## config.mk

```make
export PLATFORM = sky130hd
export DESIGN_NAME = stoi_top
export DESIGN_NICKNAME = d
export VERILOG_FILES = /design/src/stoi_pkg.sv /design/src/stoi_sync.sv /design/src/stoi_top.sv
export SDC_FILE = /design/constraint.sdc
export NUM_CORES = 1
export LEC_CHECK = 0
export BUFFER_PORTS_ARGS = -buffer_cell sky130_fd_sc_hd__buf_4
export CAP_MARGIN = 20
export CORE_MARGIN = 3
export CORE_UTILIZATION = 31
export CTS_CLUSTER_DIAMETER = 30
export DETAILED_ROUTE_END_ITERATION = 12
export GPL_ROUTABILITY_DRIVEN = 0
export HOLD_SLACK_MARGIN = 0.08
export PLACE_DENSITY = 0.51
export SYNTH_ARGS = -nofsm -noshare
export SYNTH_HDL_FRONTEND = slang
export SYNTH_SLANG_ARGS = --single-unit
```

## constraint.sdc

```tcl
create_clock -name clk -period 5 [get_ports clk]
set_input_delay 0.75 -clock clk [delete_from_list [all_inputs] [get_ports clk]]
set_output_delay 0.75 -clock clk [all_outputs]
set_load 0.1 [all_outputs]
```

## src/stoi_pkg.sv

```systemverilog
package stoi_pkg;
	// register byte offsets
	localparam logic [7:0] ADDR_CTRL      = 8'h00;
	localparam logic [7:0] ADDR_RELAY     = 8'h04;
	localparam logic [7:0] ADDR_BRAKE     = 8'h08;
	localparam logic [7:0] ADDR_STATUS    = 8'h0c;
	localparam logic [7:0] ADDR_TRIP      = 8'h10;
	localparam logic [7:0] ADDR_IRQ_STAT  = 8'h14;
	localparam logic [7:0] ADDR_IRQ_MASK  = 8'h18;

	// control fields
	localparam int CTRL_START_SRC_LSB  = 0;   // start_source_select, 2 bits
	localparam int CTRL_BRAKE_SEL_LSB  = 4;   // stop_mode_brake_select, 2 bits
	localparam int CTRL_EXT_MENU_LSB   = 8;   // extended_menu_access, 8 bits
	localparam int CTRL_FAULT_RST_BIT  = 31;  // write-one pulse, reads zero
	localparam int BRAKE_EN_BIT        = 1;   // brake select bit enabling transistor

	// relay fields
	localparam int RELAY1_SEL_LSB      = 0;   // relay1_function_select, 8 bits
	localparam int RELAY2_SEL_LSB      = 8;   // relay2_function_select, 8 bits

	// brake fields
	localparam int BRAKE_RES_LSB       = 0;   // brake_resistance_value, 16 bits
	localparam int BRAKE_PWR_LSB       = 16;  // brake_resistor_power, 16 bits

	// reset values
	localparam logic [1:0]  RST_START_SRC  = 2'h0;
	localparam logic [1:0]  RST_BRAKE_SEL  = 2'h0;
	localparam logic [7:0]  RST_EXT_MENU   = 8'h00;
	localparam logic [7:0]  RST_RELAY_SEL  = 8'h00;
	localparam logic [15:0] RST_BRAKE_RES  = 16'h0000;
	localparam logic [15:0] RST_BRAKE_PWR  = 16'h0000;
	localparam logic [2:0]  RST_IRQ_MASK   = 3'h0;

	// codes and magic values
	localparam logic [7:0] RELAY_FN_STO    = 8'h0d;  // 13
	localparam logic [7:0] EXT_MENU_BRAKE  = 8'hc9;  // 201
	localparam logic [7:0] TRIP_STO_FAULT  = 8'h1d;  // 29
	localparam logic [1:0] SRC_TERMINAL    = 2'h0;
	localparam logic [1:0] SRC_KEYPAD      = 2'h1;
	localparam logic [1:0] SRC_FIELDBUS    = 2'h2;
	localparam logic [1:0] DISP_NORMAL     = 2'h0;
	localparam logic [1:0] DISP_INHIBIT    = 2'h1;
	localparam logic [1:0] DISP_TRIP       = 2'h2;

	// interrupt bits
	localparam int IRQ_STO_ON   = 0;
	localparam int IRQ_FAULT    = 1;
	localparam int IRQ_STO_OFF  = 2;

	// timing
	localparam int CLK_PERIOD_NS   = 10;
	localparam int DISC_TIME_US    = 5000;
	localparam int DISC_CYCLES     = DISC_TIME_US * 1000 / CLK_PERIOD_NS;

	typedef enum logic [1:0] {ST_STANDBY, ST_RUN, ST_STO} stoi_state_t;
endpackage : stoi_pkg

```

## src/stoi_sync.sv

```systemverilog
`timescale 1ns/1ns
module stoi_sync #(
	parameter int W = 1
) (
	input  wire logic         clk,
	input  wire logic         rst,
	input  wire logic [W-1:0] async_in,
	output logic      [W-1:0] sync_out
);
	logic [W-1:0] meta;

	// two flops per bit; meta is read by nothing else
	for (genvar i = 0; i < W; i++) begin : g_bit
		always_ff @(posedge clk or posedge rst) begin
			if (rst) begin
				meta[i]     <= 1'b0;
				sync_out[i] <= 1'b0;
			end else begin
				meta[i]     <= async_in[i];
				sync_out[i] <= meta[i];
			end
		end
	end
endmodule : stoi_sync

```

## src/stoi_top.sv

```systemverilog
// The address-and-strobe port and the register addresses were chosen for this implementation.
`timescale 1ns/1ns
module stoi_top #(
	parameter int DISC_CYCLES = stoi_pkg::DISC_CYCLES
) (
	input  wire logic        clk,
	input  wire logic        rst,
	input  wire logic        sto_ch_a_pin,
	input  wire logic        sto_ch_b_pin,
	input  wire logic        fault_reset_pin,
	input  wire logic        start_term_pin,
	input  wire logic        start_keypad,
	input  wire logic        start_fieldbus,
	input  wire logic        drive_trip,
	input  wire logic [7:0]  drive_trip_code,
	input  wire logic        relay1_request,
	input  wire logic        relay2_request,
	input  wire logic        brake_request,
	input  wire logic [7:0]  reg_addr,
	input  wire logic [31:0] reg_wdata,
	input  wire logic        reg_wr,
	input  wire logic        reg_rd,
	output logic      [31:0] reg_rdata,
	output logic             torque_enable,
	output logic             drive_running,
	output logic             sto_active,
	output logic             sto_status,
	output logic      [1:0]  disp_sel,
	output logic      [7:0]  disp_code,
	output logic             relay1_closed,
	output logic             relay2_closed,
	output logic             brake_switch,
	output logic             brake_ovl_en,
	output logic      [15:0] brake_res_ohm,
	output logic      [15:0] brake_pwr,
	output logic             healthy,
	output logic             irq
);
	logic [3:0]  pins_sync;
	logic        ch_a;
	logic        ch_b;
	logic        fault_rst_lvl;
	logic        start_term;
	logic        fault_rst_prev;
	stoi_pkg::stoi_state_t state;
	stoi_pkg::stoi_state_t next_state;
	logic [1:0]  start_src;
	logic [1:0]  brake_sel;
	logic [7:0]  ext_menu;
	logic [7:0]  relay1_sel;
	logic [7:0]  relay2_sel;
	logic [2:0]  irq_stat;
	logic [2:0]  irq_mask;
	logic        chan_fault;
	logic [19:0] disc_cnt;

	stoi_sync #(
		.W(4)
	) u_sync (
		.clk      (clk),
		.rst      (rst),
		.async_in ({start_term_pin, fault_reset_pin, sto_ch_b_pin, sto_ch_a_pin}),
		.sync_out (pins_sync)
	);
	assign ch_a          = pins_sync[0];
	assign ch_b          = pins_sync[1];
	assign fault_rst_lvl = pins_sync[2];
	assign start_term    = pins_sync[3];

	// decode
	wire energised  = ch_a & ch_b;
	wire disagree   = ch_a ^ ch_b;
	wire wr_ctrl    = reg_wr && (reg_addr == stoi_pkg::ADDR_CTRL);
	wire wr_relay   = reg_wr && (reg_addr == stoi_pkg::ADDR_RELAY);
	wire wr_brake   = reg_wr && (reg_addr == stoi_pkg::ADDR_BRAKE);
	wire wr_istat   = reg_wr && (reg_addr == stoi_pkg::ADDR_IRQ_STAT);
	wire wr_imask   = reg_wr && (reg_addr == stoi_pkg::ADDR_IRQ_MASK);
	wire sw_rst     = wr_ctrl && reg_wdata[stoi_pkg::CTRL_FAULT_RST_BIT];
	wire fault_clr  = sw_rst | (fault_rst_lvl & ~fault_rst_prev);
	wire ext_ok     = (ext_menu == stoi_pkg::EXT_MENU_BRAKE);
	wire disc_done  = disagree && (disc_cnt >= 20'(DISC_CYCLES - 1));
	wire start_cmd  = (start_src == stoi_pkg::SRC_TERMINAL) ? start_term :
	                  (start_src == stoi_pkg::SRC_KEYPAD)   ? start_keypad :
	                  (start_src == stoi_pkg::SRC_FIELDBUS) ? start_fieldbus : 1'b0;
	wire tripped    = chan_fault | drive_trip;
	// no register bit reaches this term: torque-off cannot be masked
	wire off_req    = ~energised;
	wire sto_enter  = (state != stoi_pkg::ST_STO) && off_req;
	wire sto_leave  = (state == stoi_pkg::ST_STO) && (next_state != stoi_pkg::ST_STO);
	wire [2:0] ev   = {sto_leave, disc_done & ~chan_fault, sto_enter};
	wire [31:0] ctrl_rd  = {16'h0, ext_menu, 2'h0, brake_sel, 2'h0, start_src};
	wire [31:0] stat_rd  = {24'h0, healthy, chan_fault, sto_active, ch_b, ch_a,
	                        drive_running, 2'(state)};
	wire [31:0] rd_mux   =
		(reg_addr == stoi_pkg::ADDR_CTRL)     ? ctrl_rd :
		(reg_addr == stoi_pkg::ADDR_RELAY)    ? {16'h0, relay2_sel, relay1_sel} :
		(reg_addr == stoi_pkg::ADDR_BRAKE)    ? {brake_pwr, brake_res_ohm} :
		(reg_addr == stoi_pkg::ADDR_STATUS)   ? stat_rd :
		(reg_addr == stoi_pkg::ADDR_TRIP)     ? {24'h0, disp_code} :
		(reg_addr == stoi_pkg::ADDR_IRQ_STAT) ? {29'h0, irq_stat} :
		(reg_addr == stoi_pkg::ADDR_IRQ_MASK) ? {29'h0, irq_mask} : 32'h0;
	// display priority: trip code beats inhibit
	wire [1:0] next_disp_sel = tripped ? stoi_pkg::DISP_TRIP :
	                           (next_state == stoi_pkg::ST_STO) ? stoi_pkg::DISP_INHIBIT :
	                           stoi_pkg::DISP_NORMAL;
	wire [7:0] next_disp_code = chan_fault ? stoi_pkg::TRIP_STO_FAULT :
	                            drive_trip ? drive_trip_code : 8'h00;

	// state machine
	always_comb begin
		next_state = state;
		case (state)
			stoi_pkg::ST_STANDBY: begin
				if (off_req)
					next_state = stoi_pkg::ST_STO;
				else if (start_cmd && !tripped)
					next_state = stoi_pkg::ST_RUN;
			end
			stoi_pkg::ST_RUN: begin
				if (off_req)
					next_state = stoi_pkg::ST_STO;
				else if (!start_cmd || tripped)
					next_state = stoi_pkg::ST_STANDBY;
			end
			stoi_pkg::ST_STO: begin
				// starts ignored here; only a clean input and no faults release
				if (energised && !tripped)
					next_state = stoi_pkg::ST_STANDBY;
			end
			default: next_state = stoi_pkg::ST_STO;
		endcase
	end

	always_ff @(posedge clk or posedge rst) begin
		if (rst)
			state <= stoi_pkg::ST_STO;
		else
			state <= next_state;
	end

	// channel discrepancy watchdog
	always_ff @(posedge clk or posedge rst) begin
		if (rst) begin
			disc_cnt       <= 20'h00000;
			chan_fault     <= 1'b0;
			fault_rst_prev <= 1'b0;
		end else begin
			fault_rst_prev <= fault_rst_lvl;
			disc_cnt       <= disagree ? (disc_done ? disc_cnt : disc_cnt + 20'h00001) : 20'h00000;
			// set wins over a reset in the same cycle
			if (disc_done)
				chan_fault <= 1'b1;
			else if (fault_clr)
				chan_fault <= 1'b0;
		end
	end

	// registered outputs; one cycle after the synchronised input
	always_ff @(posedge clk or posedge rst) begin
		if (rst) begin
			torque_enable <= 1'b0;
			drive_running <= 1'b0;
			sto_active    <= 1'b1;
			sto_status    <= 1'b1;
			disp_sel      <= stoi_pkg::DISP_INHIBIT;
			disp_code     <= 8'h00;
			relay1_closed <= 1'b0;
			relay2_closed <= 1'b0;
			brake_switch  <= 1'b0;
			brake_ovl_en  <= 1'b0;
			healthy       <= 1'b0;
			irq           <= 1'b0;
		end else begin
			torque_enable <= (next_state == stoi_pkg::ST_RUN) && energised;
			drive_running <= (next_state == stoi_pkg::ST_RUN);
			sto_active    <= (next_state == stoi_pkg::ST_STO);
			sto_status    <= off_req;
			disp_sel      <= next_disp_sel;
			disp_code     <= next_disp_code;
			relay1_closed <= relay1_request &&
				!((relay1_sel == stoi_pkg::RELAY_FN_STO) && (next_state == stoi_pkg::ST_STO));
			relay2_closed <= relay2_request &&
				!((relay2_sel == stoi_pkg::RELAY_FN_STO) && (next_state == stoi_pkg::ST_STO));
			brake_switch  <= brake_sel[stoi_pkg::BRAKE_EN_BIT] && brake_request;
			brake_ovl_en  <= ext_ok;
			healthy       <= !tripped;
			irq           <= |(irq_stat & irq_mask);
		end
	end

	// configuration registers
	always_ff @(posedge clk or posedge rst) begin
		if (rst) begin
			start_src  <= stoi_pkg::RST_START_SRC;
			brake_sel  <= stoi_pkg::RST_BRAKE_SEL;
			ext_menu   <= stoi_pkg::RST_EXT_MENU;
			relay1_sel <= stoi_pkg::RST_RELAY_SEL;
			relay2_sel <= stoi_pkg::RST_RELAY_SEL;
			irq_mask   <= stoi_pkg::RST_IRQ_MASK;
		end else begin
			if (wr_ctrl) begin
				start_src <= reg_wdata[stoi_pkg::CTRL_START_SRC_LSB +: 2];
				brake_sel <= reg_wdata[stoi_pkg::CTRL_BRAKE_SEL_LSB +: 2];
				ext_menu  <= reg_wdata[stoi_pkg::CTRL_EXT_MENU_LSB +: 8];
			end
			if (wr_relay) begin
				relay1_sel <= reg_wdata[stoi_pkg::RELAY1_SEL_LSB +: 8];
				relay2_sel <= reg_wdata[stoi_pkg::RELAY2_SEL_LSB +: 8];
			end
			if (wr_imask)
				irq_mask <= reg_wdata[2:0];
		end
	end

	// brake overload settings are locked unless the extended menu is open
	always_ff @(posedge clk or posedge rst) begin
		if (rst) begin
			brake_res_ohm <= stoi_pkg::RST_BRAKE_RES;
			brake_pwr     <= stoi_pkg::RST_BRAKE_PWR;
		end else if (wr_brake && ext_ok) begin
			brake_res_ohm <= reg_wdata[stoi_pkg::BRAKE_RES_LSB +: 16];
			brake_pwr     <= reg_wdata[stoi_pkg::BRAKE_PWR_LSB +: 16];
		end
	end

	// sticky events, write one to clear, set wins
	always_ff @(posedge clk or posedge rst) begin
		if (rst)
			irq_stat <= 3'h0;
		else
			irq_stat <= (irq_stat & ~(wr_istat ? reg_wdata[2:0] : 3'h0)) | ev;
	end

	always_ff @(posedge clk or posedge rst) begin
		if (rst)
			reg_rdata <= 32'h0;
		else
			reg_rdata <= reg_rd ? rd_mux : 32'h0;
	end
endmodule : stoi_top

```

### Word-level counts from Yosys, hierarchy flattened

Cells that the tools add are included.

* bits in registers: 150
* bits of input ports: 62
* output and inout bits: 84
* word-level logic and storage cells: 121

* add/sub/neg operators: 1
* $lt $le $gt $ge: 1
* equal/unequal tests: 18
* multiplexer cells: 26
* bitwise logic cells: 13
* reduce and logical (&&, ||, !) cells: 28

Operators by type and width (count)
* $mux 32: 4
* $mux 20: 2
* $eq 8x4->1 const B: 4
* $mux 8: 4
* $eq 8x5->1 const B: 3
* $add 20x1->20 const B: 1
* $ge 20x19->1 const B: 1
* $logic_and 1x1->1: 18
* $mux 2: 6
* $mux 3: 3
* $eq 8x3->1 const B: 1
* $eq 8x8->1 const B: 1
* $logic_not 8->1: 1
* $and 3x3->3: 2
* $eq 2x1->1 const B: 3
* $eq 2x2->1 const B: 3
* $mux 1: 6
* $ne 2x2->1 const B: 3
* $pmux 2 s3: 1
* $logic_not 1->1: 4
* $logic_not 2->1: 2
* $and 1x1->1: 3
* $not 1->1: 3
* $not 3->3: 1
* other kinds (6): 7

### Depth between registers and ports, before layout

* depth after elaboration: 13
* gate-level depth with buffers: 7
* gate-level depth less buffers: 6

### Modules after synthesis

A second synthesis with hierarchy kept.

* cells, all modules: 522
* area, all modules: 6471.2 sq um

Modules (own cells, without submodules)
* stoi_top: times used 1, cells an instance 513, area an instance 6267.3 sq um, seq. area each 3558.4 sq um
* stoi_sync: times used 1, cells an instance 9, area an instance 203.9 sq um, seq. area each 200.2 sq um

### Worst setup path before layout

OpenSTA, ideal clock, no wires.

* kind: input port to flip-flop
* start: in reg_addr[5]
* end: reg relay1_sel[0]
* library setup time: 0.125 ns
* arrival time: 2.103 ns
* required time: 4.875 ns
* path slack: 2.772 ns
* stages: 6
* path buffers: 2
* cells stage by stage: nor3_1 > and3b_1 > and3_1 > buf_2 > buf_2 > mux2_2

* cells in the longest elaborated chain, start to end: 2

Ends and longest elaborated chain
* start, declared: RTL line stoi_top.sv:19 `input wire logic [7:0] reg_addr,`
* $eq 8x3->1: RTL line stoi_top.sv:74 `wire wr_relay = reg_wr && (reg_addr == stoi_pkg::ADDR_RELAY);`
* $logic_and 1x1->1: RTL line stoi_top.sv:74
* end signal, assigned: RTL line stoi_top.sv:197 `relay1_sel <= stoi_pkg::RST_RELAY_SEL;`
* end signal, assigned: RTL line stoi_top.sv:207 `relay1_sel <= reg_wdata[stoi_pkg::RELAY1_SEL_LSB +: 8];`
* end, declared: RTL line stoi_top.sv:50 `logic [7:0] relay1_sel;`

Every way passes these cells.
A chain may end at the register's enable or synchronous reset.

### Worst setup path after layout

* start: in reg_addr[5]
* end: reg relay2_sel[4]

* cells in the longest elaborated chain, start to end: 2

Ends and longest elaborated chain
* $eq 8x3->1: RTL line stoi_top.sv:74
* $logic_and 1x1->1: RTL line stoi_top.sv:74
* end signal, assigned: RTL line stoi_top.sv:198 `relay2_sel <= stoi_pkg::RST_RELAY_SEL;`
* end signal, assigned: RTL line stoi_top.sv:208 `relay2_sel <= reg_wdata[stoi_pkg::RELAY2_SEL_LSB +: 8];`
* end, declared: RTL line stoi_top.sv:51 `logic [7:0] relay2_sel;`

Every way passes these cells.

==> tab_implementation.tex <==
\begin{tabular}{lr}
\hline
Metric & Value \\
\hline
\multicolumn{2}{l}{\textbf{Die}} \\
Vertical die dimension & 147 um \\
Initial Util & 0.318 \\
Horizontal die dimension & 147 um \\
I/O pin count & 146 \\
Row cnt & 51 \\
Core box area & 19500 um2 \\
Total Die Area & 21700 um2 \\
\multicolumn{2}{l}{\textbf{Final layout}} \\
Fin nets & 713 \\
Diodes inserted & 0 \\
Fillers & 1902 \\
Fraction of final layout cells with drive strength greater than 1 & 0.343 \\
Cell Count, Final, Fillers Out & 926 \\
Layout-stage area growth over the synthesis result & 31.1\% \\
\multicolumn{2}{l}{\textbf{Worst setup path}} \\
Worst endpoint data arrival time & 2840 ps \\
Crit. End Element & flip-flop \\
Startpoint types & primary input \\
Category of the most critical setup path & primary input to flip-flop \\
Required @ worst endpoint & 5300 ps \\
Max FO, Critical Path & 16 \\
\multicolumn{2}{l}{\textbf{Status}} \\
Outcome & finished clean \\
\multicolumn{2}{l}{\textbf{CTS}} \\
\# hold bufs at CTS & 0 \\
CTS max path bufs & 2 \\
Number of buffers added by the clock tree synthesis step & 17 \\
Number of instances resized during post-cts repair & 0 \\
H-tree levels & 4 \\
Clock-pin slew reported for the worst setup and hold paths after clock tree synthesis & 60 ps \\
Clock network latency to the later pin of the worst-skew pair & 410 ps \\
Count of buffers added by post-CTS timing repair for setup & 0 \\
Clk sink count & 150 \\
Clock tree from TritonCTS & yes \\
Root buffer cell & sky130\_fd\_sc\_hd\_\_clkbuf\_16 \\
\multicolumn{2}{l}{\textbf{Logic synthesis}} \\
Top cell type's share of synthesized area & 0.589 \\
EDFF count, synth & 0 \\
Yosys warns & 0 \\
Adder-cell share of the synthesized area & 0.00404 \\
Compound-cell area share of the yosys netlist & 0.0908 \\
Simple-gate portion of the synthesized area & 0.124 \\
Combinational family with the most area after synthesis & multiplexers \\
Number of nets in the synthesized netlist & 565 \\
Fraction of registers with async set or reset after synthesis & 1.00 \\
Flip-flop and latch count after synthesis & 150 \\
Fraction of synthesized area in multiplexers & 0.147 \\
Post-synth cell types & 55 \\
Largest area contributor in the netlist & sky130\_fd\_sc\_hd\_\_dfrtp\_1 \\
Mean post-synth cell area & 12.4 um2 \\
Top cells by area, synth & sky130\_fd\_sc\_hd\_\_dfrtp\_1 59\%, sky130\_fd\_sc\_hd\_\_mux2\_2 6.9\%, sky130\_fd\_sc\_hd\_\_mux2\_1 5.1\% \\
Area of the mapped netlist & 6200 um2 \\
Synthesized instance count & 501 \\
Most common flop cell mapped by yosys & sky130\_fd\_sc\_hd\_\_dfrtp\_1 \\
Sequential area share after synthesis & 0.606 \\
Post-Synth XOR/XNOR Area & 0.00141 \\
\multicolumn{2}{l}{\textbf{Place}} \\
Placed Instances & 894 \\
Post-DP HPWL & 11600 um \\
Total of buffers placed on input and output ports & 145 \\
\multicolumn{2}{l}{\textbf{Power and ir drop}} \\
Total leakage power & 3.99 nW \\
Max IR drop VDD & 0.000238 V \\
Power per cell area & 330 nW/um2 \\
\multicolumn{2}{l}{\textbf{STA}} \\
Highest Clock Rate & 392 MHz \\
Rel. slew slack & 0.361 \\
Number of setup violations in the final report & 0 \\
Setup repair after global routing missed its margin & no \\
Tcrit/Tclk final & 0.510 \\
Hold violation total from the final report & 0 \\
Final Slew Violations & 0 \\
Worst-case clock skew & 8.63 ps \\
Min Tclk post-route & 2550 ps \\
TNS Setup & 0 ps \\
Transition time at the pin with the least slew margin & 954 ps \\
\multicolumn{2}{l}{\textbf{Global routing}} \\
Initial antenna violation count & 0 \\
Number of global-route vias before repair & 4765 \\
Largest net degree at the start of global routing & 117 \\
First-pass GRT wire length & 26200 um \\
Remaining Overflow, GRT & 0 \\
Global-route usage over all layers & 0.153 \\
\multicolumn{2}{l}{\textbf{Run}} \\
Total of max-cap violations & 0 \\
\multicolumn{2}{l}{\textbf{Routing}} \\
Vias & 4528 \\
Wirelength, routed & 16200 um \\
Antenna viol nets, final & 0 \\
Via-to-Cell Ratio & 4.89 \\
Router iterations before antenna repair & 4 \\
Starting DRC count in detailed routing & 156 \\
Wirelength per Cell & 17.5 um \\
Number of design rule violations left after detail routing & 0 \\
\multicolumn{2}{l}{\textbf{Min path}} \\
Min-Delay Path Class & primary input to asynchronous set/reset pin \\
\hline
\end{tabular}
==> path summary, 6_finish.rpt <==
check | start | to | slack, ps | depth (start not counted)
min reg2reg | u_sync.meta[1] | u_sync.sync_out[1] | 350 | 0
max in group asynchronous | rst | sto_status | 3960 | 3
max | reg_addr[5] | relay2_sel[4] | 2450 | 5
min in group clk | u_sync.meta[1] | u_sync.sync_out[1] | 350 | 0
min | rst | reg_rdata[26] | 290 | 2
max reg2reg | disc_cnt[9] | disc_cnt[14] | 2760 | 5
==> layout make-up <==
cell class | instances | area [um2] | area share
Timing Repair Buffer | 150 | 1150 | 0.141
Sequential cell | 150 | 3760 | 0.463
Clock buffer | 20 | 447 | 0.0550
Inverter | 15 | 61.3 | 0.00755
Clock inverter | 11 | 103 | 0.0126
Multi-Input combinational cell | 315 | 2280 | 0.280
Tap cell | 265 | 332 | 0.0408
==> report_power, final <==
part	total (mW)	switching [mW]	leakage, nW	internal [mW]
clock	1.19	0.495	0.262	0.695
sequential	1.27	0.0228	2.02	1.24
combinational	0.223	0.146	1.70	0.0763
==> synthesized netlist by cell type (all sizes together) (4+ instances only) <==
master and count:
a31oi 5, and4 4, nand3 7, nor2b 5
mux2 66, a211oi 6, dfstp 4, nand4 8
a22oi 4, inv 13, mux2i 17, nor3 5
or3 13, and2 23, clkbuf 6, nand2 20
a21o 4, dfrtp 146, a21oi 31, nor2 31
buf 15, o21ai 25
==> per-layer routing <==
| metal | routed length (um) | vias to the layer above | track usage | share of wire |
|---|---|---|---|---|
| met5 | 0 | - | 0 | 0 |
| met2 | 7820 | 102 | 0.241 | 0.48 |
| met1 | 7460 | 2304 | 0.208 | 0.46 |
| met3 | 706 | 19 | 0.0432 | 0.044 |
| met4 | 203 | 0 | 0.0424 | 0.013 |
| li1 | - | 2103 | - | - |
==> state kept, by name, indices dropped and copies added, names as in the netlist, 2 cells and up <==
| register | count |
|---|---|
| u_sync.sync_out | 4 |
| irq_mask | 3 |
| state | 2 |
| brake_pwr | 16 |
| irq_stat | 3 |
| reg_rdata | 32 |
| disc_cnt | 20 |
| disp_code | 8 |
| brake_res_ohm | 16 |
| ext_menu | 8 |
| relay2_sel | 8 |
| u_sync.meta | 4 |
| relay1_sel | 8 |
| start_src | 2 |
| disp_sel | 2 |
| brake_sel | 2 |
==> stage by stage <==
step | setup WS [ps] | instance area, um2 | total power [mW] | utilization | hold slack, ps
after floorplan | 220 | 6200 | 1.42 | - | 331
after global placement | 2100 | 7550 | 1.51 | 0.387 | 335
after detailed placement | 2040 | 7550 | 1.51 | 0.387 | 336
after CTS | 2450 | 8100 | 2.72 | 0.415 | 349
after global routing | 2190 | 8130 | 2.80 | 0.416 | 288
final | 2450 | 8130 | 2.68 | 0.416 | 293
==> cells by family after synthesis <==
group                      after synthesis
adders and majority gates                2
xor gates and xnor gates                 1
and+or+nand+nor                        137
AOI/OAI and AO/OA                       92
muxes                                   83
buffers and inverters                   36
DFF                                    150
==> placed cells by master, fill, tap and decap left out, drive strengths merged, types with 5 or more instances in the layout <==
master	n
o21ai	25
a211oi	6
nand2	20
nor2	31
a31oi	5
nand4	8
a21oi	31
dfrtp	146
clkbuf	20
mux2i	17
mux2	66
clkinv	8
nand3	7
and2	23
or3	13
inv	14
nor3	5
buf	150
nor2b	5
==> worst max-delay path: stages <==
cell and delay (ps):
sky130_fd_sc_hd__buf_4 110, sky130_fd_sc_hd__nor3_1 340, sky130_fd_sc_hd__and3b_1 480, sky130_fd_sc_hd__and3_1 750, sky130_fd_sc_hd__mux2_2 410
Power figures use the tool's default switching activity.
